### config.mk
export PLATFORM = sky130hd
export DESIGN_NAME = fsg_top
export DESIGN_NICKNAME = d
export VERILOG_FILES = /design/src/fsg_pkg.sv /design/src/fsg_gen_if.sv /design/src/fsg_top.sv /design/src/fsg_pulse_gen.sv
export VERILOG_INCLUDE_DIRS = /design/src
export SDC_FILE = /design/constraint.sdc
export NUM_CORES = 1
export LEC_CHECK = 0
export ABC_CLOCK_PERIOD_IN_PS = 6300
export CAP_MARGIN = 40
export CORE_UTILIZATION = 65
export DETAILED_ROUTE_END_ITERATION = 7
export DONT_BUFFER_PORTS = 1
export GPL_ROUTABILITY_DRIVEN = 0
export PLACE_DENSITY = 0.77
export REMOVE_ABC_BUFFERS = 1
export SYNTH_ARGS = -nofsm -noshare
export SYNTH_HDL_FRONTEND = slang
export SYNTH_SLANG_ARGS = --single-unit
### constraint.sdc
create_clock -name sys_clk_i -period 6.3 [get_ports sys_clk_i]
set_input_delay 1.26 -clock sys_clk_i [delete_from_list [all_inputs] [get_ports sys_clk_i]]
set_output_delay 1.26 -clock sys_clk_i [all_outputs]
set_load 0.01 [all_outputs]
### src/fsg_regs.svh
// Register offsets, field positions, reset values and timing counts of the frame sync generator.
`ifndef FSG_REGS_SVH
`define FSG_REGS_SVH

// ************************************************************
// Register offsets
// ************************************************************
`define FSG_ADDR_CTL 8'h18
`define FSG_ADDR_HI_U 8'h19
`define FSG_ADDR_HI_L 8'h1a
`define FSG_ADDR_LO_U 8'h1b
`define FSG_ADDR_LO_L 8'h1c
`define FSG_ADDR_STATUS 8'h1d
`define FSG_ADDR_PSEL 8'h4c
`define FSG_ADDR_RATE 8'h58
`define FSG_ADDR_ROUTE 8'h6e

// ************************************************************
// Fields
// ************************************************************
`define FSG_CTL_EN 0
`define FSG_CTL_SHAPE 1
`define FSG_CTL_START 2
`define FSG_CTL_SRC_LSB 4
`define FSG_CTL_SRC_MSB 7
`define FSG_CTL_PORT_MSB 5
`define FSG_CTL_PIN_MSB 6
`define FSG_CTL_WMASK 8'hf7
`define FSG_PSEL_RD_LSB 4
`define FSG_PSEL_RD_MSB 5
`define FSG_RATE_MSB 2
`define FSG_RATE_LSB 0
`define FSG_RATE_50M 3'h6
`define FSG_ROUTE_SYNC 4'ha
`define FSG_PORTS 4

// ************************************************************
// Reset values
// ************************************************************
`define FSG_RST_BYTE 8'h00
`define FSG_RST_PSEL 8'h01
`define FSG_RST_RATE 8'h06
`define FSG_RST_COUNT 16'h0000
`define FSG_RST_DIV 12'h000

// ************************************************************
// Timing
// ************************************************************
`define FSG_CLK_NS 5
`define FSG_FRAME_BITS 30
`define FSG_BIT_NS_50M 20
`define FSG_BIT_NS_2M5 400
`define FSG_TICK_CYC_50M ((`FSG_FRAME_BITS * `FSG_BIT_NS_50M) / `FSG_CLK_NS)
`define FSG_TICK_CYC_2M5 ((`FSG_FRAME_BITS * `FSG_BIT_NS_2M5) / `FSG_CLK_NS)

`endif

### src/fsg_pkg.sv
// Types shared by the frame sync generator modules.
`default_nettype none
package fsg_pkg;
   typedef logic [7:0] fsg_byte_t;
   typedef logic [15:0] fsg_count_t;
   typedef logic [11:0] fsg_div_t;
   typedef enum logic [1:0] {FSG_IDLE, FSG_HIGH, FSG_LOW} fsg_gen_state_e;
endpackage : fsg_pkg
`default_nettype wire

### src/fsg_gen_if.sv
// Connection between the sync control logic and the pulse generator.
`timescale 1ns/1ps
`default_nettype none
interface fsg_gen_if;
   logic en;
   logic shape;
   logic start_lvl;
   logic tick;
   fsg_pkg::fsg_count_t hi;
   fsg_pkg::fsg_count_t lo;
   logic sync;
   logic running;
   modport ctl (output en, output shape, output start_lvl, output tick, output hi, output lo,
                input sync, input running);
   modport gen (input en, input shape, input start_lvl, input tick, input hi, input lo,
                output sync, output running);
endinterface : fsg_gen_if
`default_nettype wire

### src/fsg_top.sv
// Frame sync source: external pin relay or internal generator, routed onto back-channel slots.
//
// Behaviour
// - Source codes 0x8..0xF relay input pin 0..7; generator enable must be zero.
// - Routing value 0xAA sends sync on back-channel slots 0 and 1 of that port.
// - All four back channels launch the sync in the same clock cycle.
// - One tick is one back-channel frame: 30 bits, 600 ns at 50 Mbps.
// - At 2.5 Mbps one tick is 30 bits of 400 ns, 12 us.
// - Once enabled, pulses repeat without end until the generator is disabled.
// - Enable bit set selects internal generation; writing 0x01 to 0x18 starts it.
// - Control bits 7:4 choose the tick time base; 0 means port 0 frame.
// - Control bit 1 zero gives separate high/low counts; one gives 50/50 duty.
// - High and low counts are 16 bits, upper/lower bytes at 0x19..0x1C.
// - Control bit 2 sets output level at generation start; 0 starts low.
// - Per-port rate bits 2:0 of 0x58 set tick length; 110b means 50 Mbps.
`timescale 1ns/1ps
`default_nettype none
`include "fsg_regs.svh"
module fsg_top (
   input wire logic sys_clk_i,
   input wire logic nrst_i,
   input wire logic reg_wr_i,
   input wire logic reg_rd_i,
   input wire fsg_pkg::fsg_byte_t reg_addr_i,
   input wire fsg_pkg::fsg_byte_t reg_wdata_i,
   output fsg_pkg::fsg_byte_t reg_rdata_o,
   input wire fsg_pkg::fsg_byte_t gpio_i,
   output fsg_pkg::fsg_byte_t bc_gpio_o,
   output logic frame_sync_o
);
   import fsg_pkg::*;

   // ************************************************************
   // Reset release
   // ************************************************************
   logic [1:0] rst_pipe_reg;
   logic rst_n;
   always_ff @(posedge sys_clk_i or negedge nrst_i) begin
      if (!nrst_i) begin
         rst_pipe_reg <= 2'h0;
      end else begin
         rst_pipe_reg <= {rst_pipe_reg[0], 1'h1};
      end
   end
   assign rst_n = rst_pipe_reg[1];

   // ************************************************************
   // Register file
   // ************************************************************
   fsg_byte_t ctl_reg, ctl_next, psel_reg, psel_next, rdata_reg, rdata_next;
   fsg_count_t hi_reg, hi_next, lo_reg, lo_next;
   logic [`FSG_PORTS-1:0][7:0] rate_reg, rate_next, route_reg, route_next;
   logic sync_reg, sync_next;
   fsg_gen_if gen_bus ();

   function automatic fsg_div_t tick_len(input logic [2:0] code);
      if (code == `FSG_RATE_50M) begin
         return 12'(`FSG_TICK_CYC_50M);
      end
      return 12'(`FSG_TICK_CYC_2M5);
   endfunction : tick_len

   function automatic logic route_hit(input logic [3:0] nibble);
      return nibble == `FSG_ROUTE_SYNC;
   endfunction : route_hit

   always_comb begin
      ctl_next = ctl_reg;
      hi_next = hi_reg;
      lo_next = lo_reg;
      psel_next = psel_reg;
      rate_next = rate_reg;
      route_next = route_reg;
      rdata_next = rdata_reg;
      if (reg_wr_i) begin
         case (reg_addr_i)
            `FSG_ADDR_CTL: ctl_next = reg_wdata_i & `FSG_CTL_WMASK;
            `FSG_ADDR_HI_U: hi_next[15:8] = reg_wdata_i;
            `FSG_ADDR_HI_L: hi_next[7:0] = reg_wdata_i;
            `FSG_ADDR_LO_U: lo_next[15:8] = reg_wdata_i;
            `FSG_ADDR_LO_L: lo_next[7:0] = reg_wdata_i;
            `FSG_ADDR_PSEL: psel_next = reg_wdata_i;
            `FSG_ADDR_RATE: begin
               for (int p = 0; p < `FSG_PORTS; p++) begin
                  if (psel_reg[p]) begin
                     rate_next[p] = reg_wdata_i;
                  end
               end
            end
            `FSG_ADDR_ROUTE: begin
               for (int p = 0; p < `FSG_PORTS; p++) begin
                  if (psel_reg[p]) begin
                     route_next[p] = reg_wdata_i;
                  end
               end
            end
            default: begin
            end
         endcase
      end
      if (reg_rd_i) begin
         case (reg_addr_i)
            `FSG_ADDR_CTL: rdata_next = ctl_reg;
            `FSG_ADDR_HI_U: rdata_next = hi_reg[15:8];
            `FSG_ADDR_HI_L: rdata_next = hi_reg[7:0];
            `FSG_ADDR_LO_U: rdata_next = lo_reg[15:8];
            `FSG_ADDR_LO_L: rdata_next = lo_reg[7:0];
            `FSG_ADDR_STATUS: rdata_next = {6'h00, gen_bus.running, sync_reg};
            `FSG_ADDR_PSEL: rdata_next = psel_reg;
            `FSG_ADDR_RATE: rdata_next = rate_reg[psel_reg[`FSG_PSEL_RD_MSB:`FSG_PSEL_RD_LSB]];
            `FSG_ADDR_ROUTE: rdata_next = route_reg[psel_reg[`FSG_PSEL_RD_MSB:`FSG_PSEL_RD_LSB]];
            default: rdata_next = `FSG_RST_BYTE;
         endcase
      end
   end

   always_ff @(posedge sys_clk_i or negedge rst_n) begin
      if (!rst_n) begin
         ctl_reg <= `FSG_RST_BYTE;
         hi_reg <= `FSG_RST_COUNT;
         lo_reg <= `FSG_RST_COUNT;
         psel_reg <= `FSG_RST_PSEL;
         rate_reg <= {`FSG_PORTS{`FSG_RST_RATE}};
         route_reg <= {`FSG_PORTS{`FSG_RST_BYTE}};
         rdata_reg <= `FSG_RST_BYTE;
      end else begin
         ctl_reg <= ctl_next;
         hi_reg <= hi_next;
         lo_reg <= lo_next;
         psel_reg <= psel_next;
         rate_reg <= rate_next;
         route_reg <= route_next;
         rdata_reg <= rdata_next;
      end
   end
   assign reg_rdata_o = rdata_reg;

   // ************************************************************
   // Tick, source selection and back-channel launch
   // ************************************************************
   logic gen_en, ext_mode, restart, tick, en_d_reg, ext_reg, ext_next;
   logic [1:0] tb_port;
   fsg_div_t cur_len, div_reg, div_next;
   fsg_byte_t bc_reg, bc_next;

   assign gen_en = ctl_reg[`FSG_CTL_EN];
   // External relay only while the generator is off.
   assign ext_mode = ctl_reg[`FSG_CTL_SRC_MSB] && !gen_en;
   assign tb_port = ctl_reg[`FSG_CTL_SRC_MSB] ? 2'h0 : ctl_reg[`FSG_CTL_PORT_MSB:`FSG_CTL_SRC_LSB];
   // Rate code of the time base port.
   assign cur_len = tick_len(rate_reg[tb_port][`FSG_RATE_MSB:`FSG_RATE_LSB]);
   assign restart = gen_en && !en_d_reg;
   assign tick = (div_reg == `FSG_RST_DIV);

   always_comb begin
      div_next = (restart || tick) ? cur_len - 12'h001 : div_reg - 12'h001;
      ext_next = ext_reg;
      // Sample the pin once per frame.
      if (tick && ext_mode) begin
         ext_next = gpio_i[ctl_reg[`FSG_CTL_PIN_MSB:`FSG_CTL_SRC_LSB]];
      end
      sync_next = gen_en ? gen_bus.sync : (ext_mode && ext_reg);
      // Every routed slot loads the same level in one cycle.
      for (int p = 0; p < `FSG_PORTS; p++) begin
         bc_next[2*p] = route_hit(route_reg[p][3:0]) && sync_reg;
         bc_next[2*p+1] = route_hit(route_reg[p][7:4]) && sync_reg;
      end
   end

   always_ff @(posedge sys_clk_i or negedge rst_n) begin
      if (!rst_n) begin
         div_reg <= `FSG_RST_DIV;
         en_d_reg <= 1'h0;
         ext_reg <= 1'h0;
         sync_reg <= 1'h0;
         bc_reg <= `FSG_RST_BYTE;
      end else begin
         div_reg <= div_next;
         en_d_reg <= gen_en;
         ext_reg <= ext_next;
         sync_reg <= sync_next;
         bc_reg <= bc_next;
      end
   end
   assign bc_gpio_o = bc_reg;
   assign frame_sync_o = sync_reg;

   assign gen_bus.en = gen_en;
   assign gen_bus.shape = ctl_reg[`FSG_CTL_SHAPE];
   assign gen_bus.start_lvl = ctl_reg[`FSG_CTL_START];
   assign gen_bus.tick = tick;
   assign gen_bus.hi = hi_reg;
   assign gen_bus.lo = lo_reg;

   fsg_pulse_gen u_gen (
      .clk_i(sys_clk_i),
      .rst_n_i(rst_n),
      .bus(gen_bus.gen)
   );

   // ************************************************************
   // Assertions
   // ************************************************************
   fsg_div_t gap_reg, len_d_reg;
   logic gap_ok_reg;
   always_ff @(posedge sys_clk_i or negedge rst_n) begin
      if (!rst_n) begin
         gap_reg <= `FSG_RST_DIV;
         len_d_reg <= `FSG_RST_DIV;
         gap_ok_reg <= 1'h0;
      end else begin
         gap_reg <= tick ? `FSG_RST_DIV : gap_reg + 12'h001;
         len_d_reg <= cur_len;
         gap_ok_reg <= (restart || cur_len != len_d_reg) ? 1'h0 : (tick ? 1'h1 : gap_ok_reg);
      end
   end

   property p_ext_sample;
      @(posedge sys_clk_i) disable iff (!rst_n)
      (tick && ext_mode) |=> ext_reg == $past(gpio_i[ctl_reg[`FSG_CTL_PIN_MSB:`FSG_CTL_SRC_LSB]]);
   endproperty
   a_ext_sample: assert property (p_ext_sample) else $error("pin not sampled");

   property p_route;
      @(posedge sys_clk_i) disable iff (!rst_n)
      (route_reg[1] == 8'haa && $stable(route_reg[1])) |=> bc_gpio_o[3:2] == {2{$past(sync_reg)}};
   endproperty
   a_route: assert property (p_route) else $error("routed slots wrong");

   property p_lockstep;
      @(posedge sys_clk_i) disable iff (!rst_n)
      (route_reg[0] == route_reg[3]) |=> bc_gpio_o[1:0] == bc_gpio_o[7:6];
   endproperty
   a_lockstep: assert property (p_lockstep) else $error("ports skewed");

   property p_tick_fast;
      @(posedge sys_clk_i) disable iff (!rst_n)
      (tick && gap_ok_reg && cur_len == len_d_reg && rate_reg[tb_port][2:0] == `FSG_RATE_50M)
      |-> gap_reg == 12'(`FSG_TICK_CYC_50M - 1);
   endproperty
   a_tick_fast: assert property (p_tick_fast) else $error("50 Mbps tick wrong");

   property p_tick_slow;
      @(posedge sys_clk_i) disable iff (!rst_n)
      (tick && gap_ok_reg && cur_len == len_d_reg && rate_reg[tb_port][2:0] != `FSG_RATE_50M)
      |-> gap_reg == 12'(`FSG_TICK_CYC_2M5 - 1);
   endproperty
   a_tick_slow: assert property (p_tick_slow) else $error("2.5 Mbps tick wrong");

   property p_internal;
      @(posedge sys_clk_i) disable iff (!rst_n)
      gen_en |=> frame_sync_o == $past(gen_bus.sync);
   endproperty
   a_internal: assert property (p_internal) else $error("internal source not used");

   property p_timebase;
      @(posedge sys_clk_i) disable iff (!rst_n)
      (gen_en && ctl_reg[`FSG_CTL_SRC_MSB:`FSG_CTL_SRC_LSB] == 4'h0)
      |-> cur_len == tick_len(rate_reg[0][2:0]);
   endproperty
   a_timebase: assert property (p_timebase) else $error("time base not port 0");

   property p_count_bytes;
      @(posedge sys_clk_i) disable iff (!rst_n)
      (reg_wr_i && reg_addr_i == `FSG_ADDR_LO_U) |=> lo_reg[15:8] == $past(reg_wdata_i);
   endproperty
   a_count_bytes: assert property (p_count_bytes) else $error("count byte lost");

   c_ext_relay: cover property (@(posedge sys_clk_i) disable iff (!rst_n) tick && ext_mode);
   c_route_all: cover property (@(posedge sys_clk_i) disable iff (!rst_n) bc_gpio_o == 8'hff);
   c_start: cover property (@(posedge sys_clk_i) disable iff (!rst_n) restart);
endmodule : fsg_top
`default_nettype wire

### src/fsg_pulse_gen.sv
// High and low phase counter that shapes the internally generated sync pulse.
`timescale 1ns/1ps
`default_nettype none
`include "fsg_regs.svh"
module fsg_pulse_gen (
   input wire logic clk_i,
   input wire logic rst_n_i,
   fsg_gen_if.gen bus
);
   import fsg_pkg::*;

   fsg_gen_state_e state_reg, state_next;
   fsg_count_t cnt_reg, cnt_next;
   logic sync_reg, sync_next;
   fsg_count_t hi_len_w, lo_len_w, half_w;

   // A zero count would stall the phase, so it lasts one tick.
   function automatic fsg_count_t phase_len(input logic shape, input fsg_count_t hi,
                                            input fsg_count_t lo, input logic high);
      fsg_count_t v;
      if (shape) begin
         v = 16'(({1'h0, hi} + {1'h0, lo}) >> 1);
      end else begin
         v = high ? hi : lo;
      end
      return (v == `FSG_RST_COUNT) ? 16'h0001 : v;
   endfunction : phase_len

   assign hi_len_w = phase_len(bus.shape, bus.hi, bus.lo, 1'h1);
   assign lo_len_w = phase_len(bus.shape, bus.hi, bus.lo, 1'h0);
   assign half_w = phase_len(1'h1, bus.hi, bus.lo, 1'h1);

   always_comb begin
      state_next = state_reg;
      cnt_next = cnt_reg;
      case (state_reg)
         FSG_IDLE: begin
            if (bus.en) begin
               state_next = bus.start_lvl ? FSG_HIGH : FSG_LOW;
               cnt_next = bus.start_lvl ? hi_len_w : lo_len_w;
            end
         end
         FSG_HIGH, FSG_LOW: begin
            if (!bus.en) begin
               state_next = FSG_IDLE;
               cnt_next = `FSG_RST_COUNT;
            end else if (bus.tick) begin
               if (cnt_reg <= 16'h0001) begin
                  state_next = (state_reg == FSG_HIGH) ? FSG_LOW : FSG_HIGH;
                  cnt_next = (state_reg == FSG_HIGH) ? lo_len_w : hi_len_w;
               end else begin
                  cnt_next = cnt_reg - 16'h0001;
               end
            end
         end
         default: begin
            state_next = FSG_IDLE;
            cnt_next = `FSG_RST_COUNT;
         end
      endcase
      sync_next = (state_next == FSG_HIGH);
   end

   always_ff @(posedge clk_i or negedge rst_n_i) begin
      if (!rst_n_i) begin
         state_reg <= FSG_IDLE;
         cnt_reg <= `FSG_RST_COUNT;
         sync_reg <= 1'h0;
      end else begin
         state_reg <= state_next;
         cnt_reg <= cnt_next;
         sync_reg <= sync_next;
      end
   end

   assign bus.sync = sync_reg;
   assign bus.running = (state_reg != FSG_IDLE);

   // ************************************************************
   // Assertions
   // ************************************************************
   property p_start_level;
      @(posedge clk_i) disable iff (!rst_n_i)
      (state_reg == FSG_IDLE && bus.en) |=> (bus.sync == $past(bus.start_lvl)) && bus.running;
   endproperty
   a_start_level: assert property (p_start_level) else $error("start level wrong");

   property p_continuous;
      @(posedge clk_i) disable iff (!rst_n_i)
      (bus.running && bus.en) ##1 bus.en |-> bus.running;
   endproperty
   a_continuous: assert property (p_continuous) else $error("generator stopped");

   property p_half;
      @(posedge clk_i) disable iff (!rst_n_i)
      (bus.shape && bus.en && bus.tick && state_reg == FSG_HIGH && cnt_reg == 16'h0001)
      |=> (state_reg == FSG_LOW) && (cnt_reg == $past(half_w)) && !bus.sync;
   endproperty
   a_half: assert property (p_half) else $error("half period wrong");

   property p_phase_len;
      @(posedge clk_i) disable iff (!rst_n_i)
      (!bus.shape && bus.en && bus.tick && state_reg == FSG_LOW && cnt_reg == 16'h0001)
      |=> (state_reg == FSG_HIGH) && (cnt_reg == $past(bus.hi) || $past(bus.hi) == 16'h0000)
          && bus.sync;
   endproperty
   a_phase_len: assert property (p_phase_len) else $error("high phase length wrong");

   c_high_to_low: cover property (@(posedge clk_i) disable iff (!rst_n_i)
      state_reg == FSG_HIGH ##1 state_reg == FSG_LOW);
endmodule : fsg_pulse_gen
`default_nettype wire

==> results of run 1 <==
power by group through the flow:
stage	sequential, mW	clock, mW	combinational (mW)
global placement	1.28	0	0.799
detailed placement	1.28	0	0.864
finish	1.27	1.07	0.887
CTS	1.26	1.07	0.870
floorplan	1.26	0	0.627
global route	1.28	1.11	0.971
worst paths after layout:
kind | start | endpoint | slack (ns) | cells after the start
min | rst_pipe_reg[1] | div_reg[6] | 0.27 | 0
min reg2reg | rst_pipe_reg[1] | div_reg[6] | 0.27 | 0
max reg2reg | gen_bus.hi[6] | u_gen.cnt_reg[0] | 2.89 | 10
min in group sys_clk_i | rst_pipe_reg[0] | rst_pipe_reg[1] | 0.36 | 0
max | gen_bus.hi[6] | u_gen.cnt_reg[0] | 2.89 | 10
max in group asynchronous | rst_pipe_reg[1] | gen_bus.lo[15] | 5.02 | 2
cell families (layout without fill, tap and decap cells):
kind of cell             Yosys count  count (layout)
AO/OA/AOI/OAI                    203             203
XOR/XNOR                          27              27
adder cells (fa/ha/maj)           22              22
buffers and inverters             75              65
flip-flops                       163             163
multiplexers                     174             174
other                              1               1
AND/OR/NAND/NOR                  233             233
area by class of cell:
cell class | instances | area (sq um) | share of cell area [%]
Clock inverter | 15 | 186.4 | 1.785
Timing Repair Buffer | 9 | 146.4 | 1.402
Tap cell | 184 | 230.2 | 2.205
Multi-Input combinational cell | 660 | 5269 | 50.46
Inverter | 24 | 90.09 | 0.8628
Clock buffer | 17 | 425.4 | 4.074
Sequential cell | 163 | 4094 | 39.21
routing by layer:
| layer | global-route usage, % | vias up | wire length, um |
|---|---|---|---|
| met5 | 0 | - | 0 |
| met4 | 21.58 | 0 | 1353 |
| met3 | 8.700 | 117 | 2198 |
| met2 | 55.56 | 457 | 12170 |
| met1 | 46.48 | 3723 | 10320 |
| li1 | - | 3338 | - |
critical path, delay by kind of cell, from the launching register on:
| kind | cells | cell delay (ns) |
|---|---|---|
| AO/OA/AOI/OAI | 5 | 1.22 |
| adder cells (fa/ha/maj) | 1 | 0.51 |
| flip-flops | 1 | 0.51 |
| AND/OR/NAND/NOR | 4 | 1.08 |
stage by stage:
step           hold slack, ns  instances  total power, mW  utilization (%)  worst slack, ns
3_5_place_dp           0.2870       1040            2.145            67.63            2.798
6_report               0.2690       1072            3.219            71.84            2.893
2_1_floorplan          0.3312        847            1.884                -            1.438
3_3_place_gp           0.3384       1034            2.081            66.78            2.997
5_1_grt                0.3181       1072            3.359            71.84            2.630
4_1_cts                0.2927       1072            3.204            71.84            2.912
placed cells by master (no fill, tap or decap), types with 18 or more instances in the layout:
master,instances
sky130_fd_sc_hd__a21oi_1,45
sky130_fd_sc_hd__dfrtp_1,153
sky130_fd_sc_hd__ha_1,21
sky130_fd_sc_hd__inv_1,24
sky130_fd_sc_hd__mux2_2,123
sky130_fd_sc_hd__mux2i_1,31
sky130_fd_sc_hd__mux4_2,18
sky130_fd_sc_hd__nand2_1,65
sky130_fd_sc_hd__nand3_1,25
sky130_fd_sc_hd__nor2_1,54
sky130_fd_sc_hd__o21ai_0,36
==> impl_results.rst, run 1 <==
.. list-table::
   :header-rows: 1

   * - Metric
     - Value
   * - Period Utilization, post-route
     - between 50% and 60%
   * - H-Tree Level Count
     - 4
   * - Combinational Power Share
     - roughly 28%
   * - Number of flops mapped to enable cells by yosys
     - 0
   * - Clock transition at path regs
     - about 0.070 ns
   * - Initial Utilization
     - about two thirds
   * - Multiplexer fraction of the synthesized cell area
     - around 22%
   * - Post-CTS Setup Inserts
     - 0
   * - Number of sinks on the clock net
     - between 150 and 200
   * - Clock network fraction of total power
     - between 30 and 40%
   * - Capturing element type of the critical path
     - flip-flop
   * - DRC
     - 0
   * - Period minus WS final
     - ~3.4 ns
   * - CP Class
     - reg2reg
   * - Share of the yosys chip area belonging to registers
     - 42.31%
   * - Number of antenna violations at the first check in global routing
     - 0
   * - Static Leak
     - between 4 and 5 nW
   * - Avg WL per Cell
     - 24.29 um
   * - Data arrival at the endpoint of the critical path
     - around 3.8 ns
   * - Area fraction in compound gates after synthesis
     - 14.81%
   * - Max-cap violations
     - 0
   * - Later-pin clock latency in the skew report
     - ~0.44 ns
   * - Status
     - complete, no violations
   * - Power density relative to cell area
     - 308.3 nW/um^2
   * - Vias per Instance
     - around 7
   * - Core Region
     - 14530 sq um
   * - Clock Path Buffers
     - 2
   * - Power share of the sequential group
     - about 39%
   * - Cell Rows
     - 44
   * - Transition at the pin with the smallest max-transition slack
     - between 1 and 1.5 ns
   * - Crit path max fanout
     - 8
   * - Required time of the worst setup path
     - between 6 and 7 ns
   * - Die outline area
     - about 15000 sq um
   * - Num CTS Buffers
     - 17
   * - Fraction of registers with async set or reset after synthesis
     - 100.0%
   * - Hold violation total from the final report
     - 0
   * - Count of cell types in the netlist
     - between 80 and 90
   * - FILL cells
     - 1004
   * - Internal power
     - slightly above 2 mW
   * - Worst-case clock skew
     - 0.007515 ns
   * - Top cell type's share of synthesized area
     - between 30% and 40%
   * - FMAX
     - 293.5 MHz
   * - Combined area of all synthesized cells
     - 9667 sq um
   * - Ys Warns
     - 0
   * - Switching power of the nets
     - roughly 1.2 mW
   * - Dominant combinational cell family by area after synthesis
     - multiplexers
   * - Overflow after GRT
     - 0
   * - Finished layout cell area
     - about 10000 sq um
   * - Primary flip-flop cell chosen by synthesis mapping
     - sky130_fd_sc_hd__dfrtp_1
   * - Top Ports
     - 45
   * - Area added between synthesis and finish
     - 8.012%
   * - Max_slew headroom
     - 32.10%
   * - Total of hold buffers inserted after clock tree synthesis
     - 0
   * - Count leader, synth
     - sky130_fd_sc_hd__dfrtp_1
   * - GRT Total Usage
     - between 30 and 40%
   * - Setup repair after global routing missed its margin
     - false
   * - Width of the chip
     - 124.0 um
   * - Peak ir drop on the vdd network
     - 0.2264 mV
   * - Total Neg Setup Slack
     - 0 ns
   * - Final setup fails
     - 0
   * - Critical Path Max Stage Delay
     - 0.51 ns
   * - Placed standard-cell area
     - roughly 9800 sq um
   * - Most frequent cells after synthesis
     - sky130_fd_sc_hd__dfrtp_1, sky130_fd_sc_hd__mux2_2, sky130_fd_sc_hd__nand2_1
   * - Final WL
     - between 20000 and 30000 um
   * - Count of instances resized after the clock tree is built
     - 0
   * - Fraction of power spent switching nets
     - a little over a third
   * - Number of global-route vias before repair
     - approximately 7600
   * - Share of final-layout standard cells stronger than drive strength 1
     - a little under a quarter
   * - Final Max Tran Viols
     - 0
   * - Final layout net count
     - about 900
   * - Cell taking the most area after synthesis
     - sky130_fd_sc_hd__dfrtp_1
   * - Largest net degree at the start of global routing
     - slightly below 60
   * - Worst path cell trace
     - ha_1 > nand2_1 > a2111oi_2 > or2_1 > o211ai_1 > nor3_1 > nand4_1 > o2111ai_1 > a31oi_1 > a21boi_1
   * - Post-synthesis share of cell area spent on full adders, half adders and majority gates
     - between 2 and 3%
   * - Critical path startpoint category
     - flip-flop
   * - Iter 0 DRT Violations
     - slightly below 900
   * - Number of iterations in the first detailed-routing pass
     - 8
   * - Min-Delay Path Class
     - reg2async
   * - Cell types with the largest area share after synthesis
     - sky130_fd_sc_hd__dfrtp_1, sky130_fd_sc_hd__mux2_2, sky130_fd_sc_hd__mux4_2, sky130_fd_sc_hd__mux2i_1, sky130_fd_sc_hd__ha_1
   * - First-pass GRT wire length
     - between 40000 and 50000 um
   * - Clock tree root driver cell
     - sky130_fd_sc_hd__clkbuf_16
   * - Chip Height
     - 124.0 um
   * - Slowest cell on the critical path
     - sky130_fd_sc_hd__dfrtp_1
   * - Post-synthesis register bit count
     - approximately 160
   * - Antenna diode count
     - 0
   * - Clock tree from TritonCTS
     - yes
   * - Count of nets left with antenna violations after detail routing
     - 0
   * - DR vias
     - approximately 7600
   * - Simple-gate share of the synthesized area
     - roughly an eighth
   * - Syn_area_per_cell
     - 10.76 sq um
   * - XOR/XNOR Fraction of Synth Area
     - between 2 and 2.5%
   * - Instance count of the mapped netlist
     - 898
   * - HPWL Detailed
     - 18030 um
   * - Port Buffers
     - 0
No activity file was read; power rests on OpenSTA's default activity.
==> run 2, diff against run 1 <==
Settings changed: ABC_AREA set to 1, ABC_CLOCK_PERIOD_IN_PS 6300 to 2800, CORE_UTILIZATION 65 to 58, PLACE_DENSITY 0.77 to 0.72.
Clock period 6.3 ns to 2.8 ns, I/O delays scaled along.
==> impl_results.rst, run 2 <==
.. list-table::
   :header-rows: 1

   * - Metric
     - Value
   * - Status
     - complete, no violations
   * - Peak ir drop on the vdd network
     - a little under 0.6 mV
   * - Power density relative to cell area
     - 760.7 nW/um^2
   * - Finished layout cell area
     - between 10000 and 15000 sq um
   * - Num CTS Buffers
     - 17
   * - Setup repair after global routing missed its margin
     - false
   * - Die outline area
     - between 15000 and 20000 sq um
   * - Top Ports
     - between 40 and 50
   * - Chip Height
     - roughly 130 um
   * - Clock network fraction of total power
     - between 30% and 40%
   * - Critical path startpoint category
     - flip-flop
   * - Vias per Instance
     - approximately 5.9
   * - Combined area of all synthesized cells
     - roughly 9700 sq um
   * - Final std cells w/o fill
     - roughly 1500
   * - Placed standard-cell area
     - around 9900 sq um
   * - Reg-to-reg startpoint
     - gen_bus.hi[3]
   * - Transition at the pin with the smallest max-transition slack
     - ~0.66 ns
   * - DRC
     - 0
   * - Initial Utilization
     - about 60%
   * - Data arrival at the endpoint of the critical path
     - between 2 and 3 ns
   * - Share of final-layout standard cells stronger than drive strength 1
     - 8.499%
   * - Final WL
     - approximately 27000 um
   * - Required time of the worst setup path
     - 3.17 ns
   * - Clock tree root driver cell
     - sky130_fd_sc_hd__clkbuf_16
   * - Count leader, synth
     - sky130_fd_sc_hd__nand2_1
   * - Post-Route Utilization
     - 65.48%
   * - Number of antenna violations at the first check in global routing
     - 0
   * - Post-Route Hold Slack
     - between 0.2 and 0.3 ns
   * - Slack of the worst reg-to-reg path
     - ~0.28 ns
   * - Fraction of power spent switching nets
     - approximately 38%
   * - Clock tree from TritonCTS
     - yes
   * - Clock Path Buffers
     - 2
   * - Avg WL per Cell
     - between 15 and 20 um
   * - Most frequent cells after synthesis
     - sky130_fd_sc_hd__nand2_1, sky130_fd_sc_hd__o21ai_0, sky130_fd_sc_hd__dfrtp_1
   * - Count of nets left with antenna violations after detail routing
     - 0
   * - Primary flip-flop cell chosen by synthesis mapping
     - sky130_fd_sc_hd__dfrtp_1
   * - Hold violation total from the final report
     - 0
   * - Port Buffers
     - 0
   * - Overflow after GRT
     - 0
   * - Period minus WS final
     - about 2.5 ns
   * - Min-Delay Path Class
     - reg2async
   * - Top cell type's share of synthesized area
     - 39.93%
   * - Later-pin clock latency in the skew report
     - roughly 0.43 ns
   * - Count of cell types in the netlist
     - 53
   * - Syn_area_per_cell
     - 7.385 sq um
   * - Instance count of the mapped netlist
     - roughly 1300
   * - Area added between synthesis and finish
     - 8.945%
   * - Period Utilization, post-route
     - approximately nine tenths
   * - Cell Rows
     - 46
   * - Width of the chip
     - around 130 um
   * - HPWL Detailed
     - roughly 20000 um
   * - DR vias
     - roughly 9000
   * - Crit path max fanout
     - 6
   * - Commonest non-fill, non-tap cells in the layout
     - sky130_fd_sc_hd__nand2_1, sky130_fd_sc_hd__o21ai_0, sky130_fd_sc_hd__dfrtp_1, sky130_fd_sc_hd__inv_1, sky130_fd_sc_hd__nor2_1
   * - Reg2Reg Depth
     - 19
   * - Cell taking the most area after synthesis
     - sky130_fd_sc_hd__dfrtp_1
   * - Fraction of registers with async set or reset after synthesis
     - 100.0%
   * - FMAX
     - between 300 and 400 MHz
   * - Final Max Tran Viols
     - 0
   * - Antenna diode count
     - 0
   * - Switching power of the nets
     - ~3.0 mW
   * - DP Worst Slack
     - between 0.2 and 0.3 ns
   * - Cell types with the largest area share after synthesis
     - sky130_fd_sc_hd__dfrtp_1, sky130_fd_sc_hd__nand2_1, sky130_fd_sc_hd__o21ai_0, sky130_fd_sc_hd__inv_1, sky130_fd_sc_hd__nor2_1
   * - Number of flops mapped to enable cells by yosys
     - 0
   * - Clock transition at path regs
     - about 0.07 ns
   * - Max-cap violations
     - 0
   * - GRT Total Usage
     - around a third
   * - Final setup fails
     - 0
   * - Capturing element type of the critical path
     - flip-flop
   * - H-Tree Level Count
     - 4
   * - Worst-case clock skew
     - 0.01049 ns
   * - Largest net degree at the start of global routing
     - slightly below 80
   * - Combinational Power Share
     - approximately 34%
   * - Final WS setup
     - between 0.2 and 0.3 ns
   * - Reg2Reg Capture Point
     - u_gen.cnt_reg[0]
   * - Placed cell count
     - around 1500
   * - Number of sinks on the clock net
     - 163
   * - Post-synthesis register bit count
     - between 150 and 200
   * - Share of the yosys chip area belonging to registers
     - 42.38%
   * - CP Class
     - reg2reg
   * - Critical Path Source
     - gen_bus.hi[3]
   * - Final layout net count
     - roughly 1300
   * - Static Leak
     - between 4 and 5 nW
   * - First-pass GRT wire length
     - between 40000 and 50000 um
   * - FILL cells
     - approximately 1400
   * - Iter 0 DRT Violations
     - roughly 750
   * - Most common cell after layout, fill and taps aside
     - sky130_fd_sc_hd__nand2_1
   * - Max_slew headroom
     - around 56%
   * - Core Region
     - 16060 sq um
   * - Internal power
     - about 5.0 mW
   * - Power share of the sequential group
     - a little over a third
   * - Ys Warns
     - 0
   * - Number of iterations in the first detailed-routing pass
     - 7
   * - Number of global-route vias before repair
     - 8349
[run 2: cell count changes after synthesis, sizes merged, moves of 31 or more]
cell   before  now
nand3      25   62
nand2      65  373
nor2       55   99
o21ai      45  197
mux2      125    8
mux2i      31    0
inv        24  137
[run 2: worst max-delay path: stages, from the launching register on]
cell                      delay [ns]
sky130_fd_sc_hd__dfrtp_1        0.44
sky130_fd_sc_hd__ha_1           0.39
sky130_fd_sc_hd__nand2_1        0.11
sky130_fd_sc_hd__nor2_1         0.15
sky130_fd_sc_hd__nand2_1        0.09
sky130_fd_sc_hd__nand3_1        0.13
sky130_fd_sc_hd__nand2_1        0.07
sky130_fd_sc_hd__nand3_1        0.09
sky130_fd_sc_hd__o21ai_1        0.13
sky130_fd_sc_hd__nor2_1         0.12
sky130_fd_sc_hd__nand2_1        0.07
sky130_fd_sc_hd__nor2_1         0.13
sky130_fd_sc_hd__nand3_1        0.12
sky130_fd_sc_hd__nand2_1        0.07
sky130_fd_sc_hd__nand2_1        0.05
sky130_fd_sc_hd__nand3_1        0.09
sky130_fd_sc_hd__nand2_1        0.05
sky130_fd_sc_hd__nand2_1        0.05
sky130_fd_sc_hd__nand2_1        0.04
sky130_fd_sc_hd__nand2_1        0.07
[run 2: kinds of logic after synthesis]
group | synth area share, %
simple gates | 25.68
compound gates | 18.55
buf+inv | 7.674
flops | 42.38
fa+ha+maj | 2.930
xor+xnor | 1.815
mux | 0.9334
other cells | 0.03885
[run 2: final cells by class]
class	count	area [sq um]	share of cell area, %
clock inverters	13	173.9	1.654
well taps	216	270.3	2.570
repair buffers	22	192.7	1.832
clock buffers	18	439.2	4.177
inverters	139	521.8	4.962
multi-input cells	951	4823	45.87
flip-flops and latches	163	4094	38.93
[run 2: worst max path at each step]
stage / end / slack, ns / cells after the start
after floorplan: bc_gpio_o[0] / -2.06 / 0
after global placement: u_gen.cnt_reg[0] / 0.31 / 20
after detailed placement: u_gen.cnt_reg[0] / 0.29 / 22
after CTS: u_gen.cnt_reg[0] / 0.27 / 22
final: u_gen.cnt_reg[0] / 0.28 / 19
after global routing: u_gen.cnt_reg[0] / 0.004 / 21
[run 2: what timing repair did]
action / in CTS / in global routing
buffers inserted: 0 / 0
endpoints found under the hold margin: 2 / 0
hold buffers: 1 / 0
gates resized for setup: 0 / 1
endpoints found under the setup margin: 0 / 1
[run 2: per-layer routing]
metal	up-vias	share of wire, %	global-route usage (%)
met5	-	0	0
met2	393	47	54.81
met4	0	4.7	18.39
met1	4259	42	43.20
li1	4288	-	-
met3	91	6.8	6.678
[run 2: stage by stage]
step,power [mW],setup TNS (ns)
2_1_floorplan,4.786,-320.63
3_3_place_gp,5.487,0
3_5_place_dp,5.517,0
4_1_cts,7.968,0
5_1_grt,8.408,0
6_report,7.998,0
[run 2: power groups by stage]
stage	combinational (mW)	clock, mW	sequential [mW]
final	2.74	2.45	2.81
after global routing	3.02	2.54	2.84
after CTS	2.69	2.48	2.80
after detailed placement	2.67	0	2.84
after global placement	2.65	0	2.84
after floorplan	1.96	0	2.82
==> run 3, diff against run 2 <==
==> constraint.sdc (replaced) <==
create_clock -name sys_clk_i -period 2.8 [get_ports sys_clk_i]
set_input_delay 0.14 -clock sys_clk_i [delete_from_list [all_inputs] [get_ports sys_clk_i]]
set_output_delay 0.14 -clock sys_clk_i [all_outputs]
set_load 0.01 [all_outputs]
==> impl_results.rst, run 3 (synthesis results as in run 2) <==
.. list-table::
   :header-rows: 1

   * - Metric
     - Value
   * - Status
     - complete, no violations
   * - First-pass GRT wire length
     - around 43000 um
   * - Chip Height
     - approximately 130 um
   * - Final WL
     - between 20000 and 30000 um
   * - Family of cells with the greatest summed delay on the critical path
     - simple AND/OR/NAND/NOR gates
   * - Cell Rows
     - 46
   * - Number of iterations in the first detailed-routing pass
     - 8
   * - Hold violation total from the final report
     - 0
   * - Worst-case clock skew
     - just under 0.01 ns
   * - CP Class
     - reg2reg
   * - Data arrival at the endpoint of the critical path
     - 2.92 ns
   * - Capturing element type of the critical path
     - flip-flop
   * - Transition at the pin with the smallest max-transition slack
     - 0.6686 ns
   * - DR vias
     - 8964
   * - Number of global-route vias before repair
     - about 8400
   * - Clock transition at path regs
     - 0.07 ns
   * - Final Max Tran Viols
     - 0
   * - Most common cell type on the critical path
     - sky130_fd_sc_hd__nand2_1
   * - Critical Path Max Stage Delay
     - around 0.42 ns
   * - Overflow after GRT
     - 0
   * - Core Region
     - ~16000 sq um
   * - Final setup fails
     - 0
   * - Static Leak
     - a little under 5 nW
   * - Die outline area
     - 17160 sq um
   * - Clock tree root driver cell
     - sky130_fd_sc_hd__clkbuf_16
   * - Later-pin clock latency in the skew report
     - approximately 0.43 ns
   * - Final layout net count
     - roughly 1300
   * - Period minus WS final
     - between 2 and 3 ns
   * - Commonest non-fill, non-tap cells in the layout
     - sky130_fd_sc_hd__nand2_1, sky130_fd_sc_hd__o21ai_0, sky130_fd_sc_hd__dfrtp_1, sky130_fd_sc_hd__inv_1, sky130_fd_sc_hd__nor2_1
   * - Most common cell after layout, fill and taps aside
     - sky130_fd_sc_hd__nand2_1
   * - Number of antenna violations at the first check in global routing
     - 0
   * - Min-Delay Path Class
     - in2reg
   * - Crit path max fanout
     - 4
   * - Slowest cell on the critical path
     - sky130_fd_sc_hd__fa_1
   * - Count of nets left with antenna violations after detail routing
     - 0
   * - Design Power
     - about 8 mW
   * - Num CTS Buffers
     - 17
   * - Power density relative to cell area
     - about 740 nW/um^2
   * - Multi-input gate area in the final layout
     - 4832 sq um
   * - Width of the chip
     - ~130 um
   * - HPWL Detailed
     - between 15000 and 20000 um
   * - Area occupied by registers
     - 4094 sq um
   * - DRC
     - 0
   * - H-Tree Level Count
     - 4
   * - Path length in cells of the critical path
     - 20
   * - Total Neg Setup Slack
     - 0 ns
   * - Period Utilization, post-route
     - 91.25%
   * - Max-cap violations
     - 0
   * - Largest net degree at the start of global routing
     - 77
   * - Instance count along the most critical hold path
     - 4
   * - Clock tree from TritonCTS
     - yes
   * - Port Buffers
     - 0
   * - Vias per Instance
     - 5.882
   * - Number of buffer and inverter stages on the critical path
     - 1
   * - FILL cells
     - about 1400
   * - Area added between synthesis and finish
     - 8.582%
   * - Avg WL per Cell
     - between 15 and 20 um
   * - Reg2Reg Depth
     - 20
   * - Worst path cell trace
     - nand2_1 > inv_2 > fa_1 > nand3_1 > nand2_1 > nand2_1 > nand3_1 > nand3_2 > nand2_1 > nor2_1 > nand2_1 > nor2_1 > nand3_1 > nand2_1 > nand2_1 > nand3_1 > nand2_1 > nand2_1 > nand2_1 > nand2_1
   * - Critical path startpoint category
     - flip-flop
   * - Clock Path Buffers
     - 2
   * - Required time of the worst setup path
     - approximately 3.2 ns
   * - Setup repair after global routing missed its margin
     - false
   * - GRT Total Usage
     - ~33%
   * - Initial Utilization
     - 60.11%
   * - Antenna diode count
     - 0
   * - Number of sinks on the clock net
     - approximately 160
   * - Max_slew headroom
     - between 50% and 60%
   * - Iter 0 DRT Violations
     - approximately 900
   * - Share of final-layout standard cells stronger than drive strength 1
     - around 8.5%
   * - FMAX
     - slightly below 400 MHz
   * - Top Ports
     - 45
   * - Post-CTS Setup Inserts
     - 0
   * - Peak ir drop on the vdd network
     - 0.5731 mV
   * - Post-Route Utilization
     - 65.26%
==> run 3: cell count changes in the layout (fill, tap and decap cells not counted), sizes merged <==
cell,before,now
bufinv,3,1
dlygate4sd3,1,3
buf,21,20
clkbuf,18,19
clkinv,4,5
clkinvlp,2,3
==> run 3: worst paths after layout <==
kind	startpoint	endpoint	slack, ns
max reg2reg	gen_bus.hi[0]	u_gen.cnt_reg[0]	0.25
min	gpio_i[0]	ext_reg	0.08
max	gen_bus.hi[0]	u_gen.cnt_reg[0]	0.25
min reg2reg	rst_pipe_reg[1]	div_reg[9]	0.29
max in group asynchronous	rst_pipe_reg[1]	rate_reg[9]	1.72
min in group asynchronous	rst_pipe_reg[1]	div_reg[9]	0.29
==> run 3: where the power goes <==
| group | internal (mW) | switching [mW] |
|---|---|---|
| sequential | 2.59 | 0.221 |
| combinational | 0.941 | 1.78 |
| clock | 1.24 | 1.01 |
==> run 3: cell type report <==
type,count,area share [%]
tap,216,2.579
timing repair buffer,23,1.958
inverter,139,4.978
clock buffer,19,4.131
sequential,163,39.06
clock inverter,13,1.182
multi-input combinational,951,46.11
==> run 3: stage by stage <==
step	worst slack, ns	cells	instance area, sq um	hold slack (ns)
2_1_floorplan	-2.062	1253	9433	-0.1556
3_3_place_gp	0.2980	1489	9882	-0.1555
3_5_place_dp	0.2804	1489	9882	-0.1555
4_1_cts	0.2677	1524	10470	0.06903
5_1_grt	0.003275	1524	10480	0.1248
6_report	0.2451	1524	10480	0.07887
==> run 3: what timing repair did <==
item	4_1_cts	5_1_grt
setup endpoints to repair	0	1
hold buffers	3	0
endpoints found under the hold margin	10	0
resized for setup	0	4
==> run 3: metal layers <==
metal,global-route usage (%),share of wire (%),vias to the layer above
li1,-,-,4294
met1,43.42,42,4229
met2,54.93,47,362
met3,6.067,7.0,79
met4,14.94,4.0,0
met5,0,0,-
==> run 3: tightest hold or removal path, cell delays in order <==
cell                      delay, ns
sky130_fd_sc_hd__nor2_1        0.07
sky130_fd_sc_hd__o22ai_1       0.08
sky130_fd_sc_hd__nor2_1        0.09
sky130_fd_sc_hd__o31ai_1       0.08
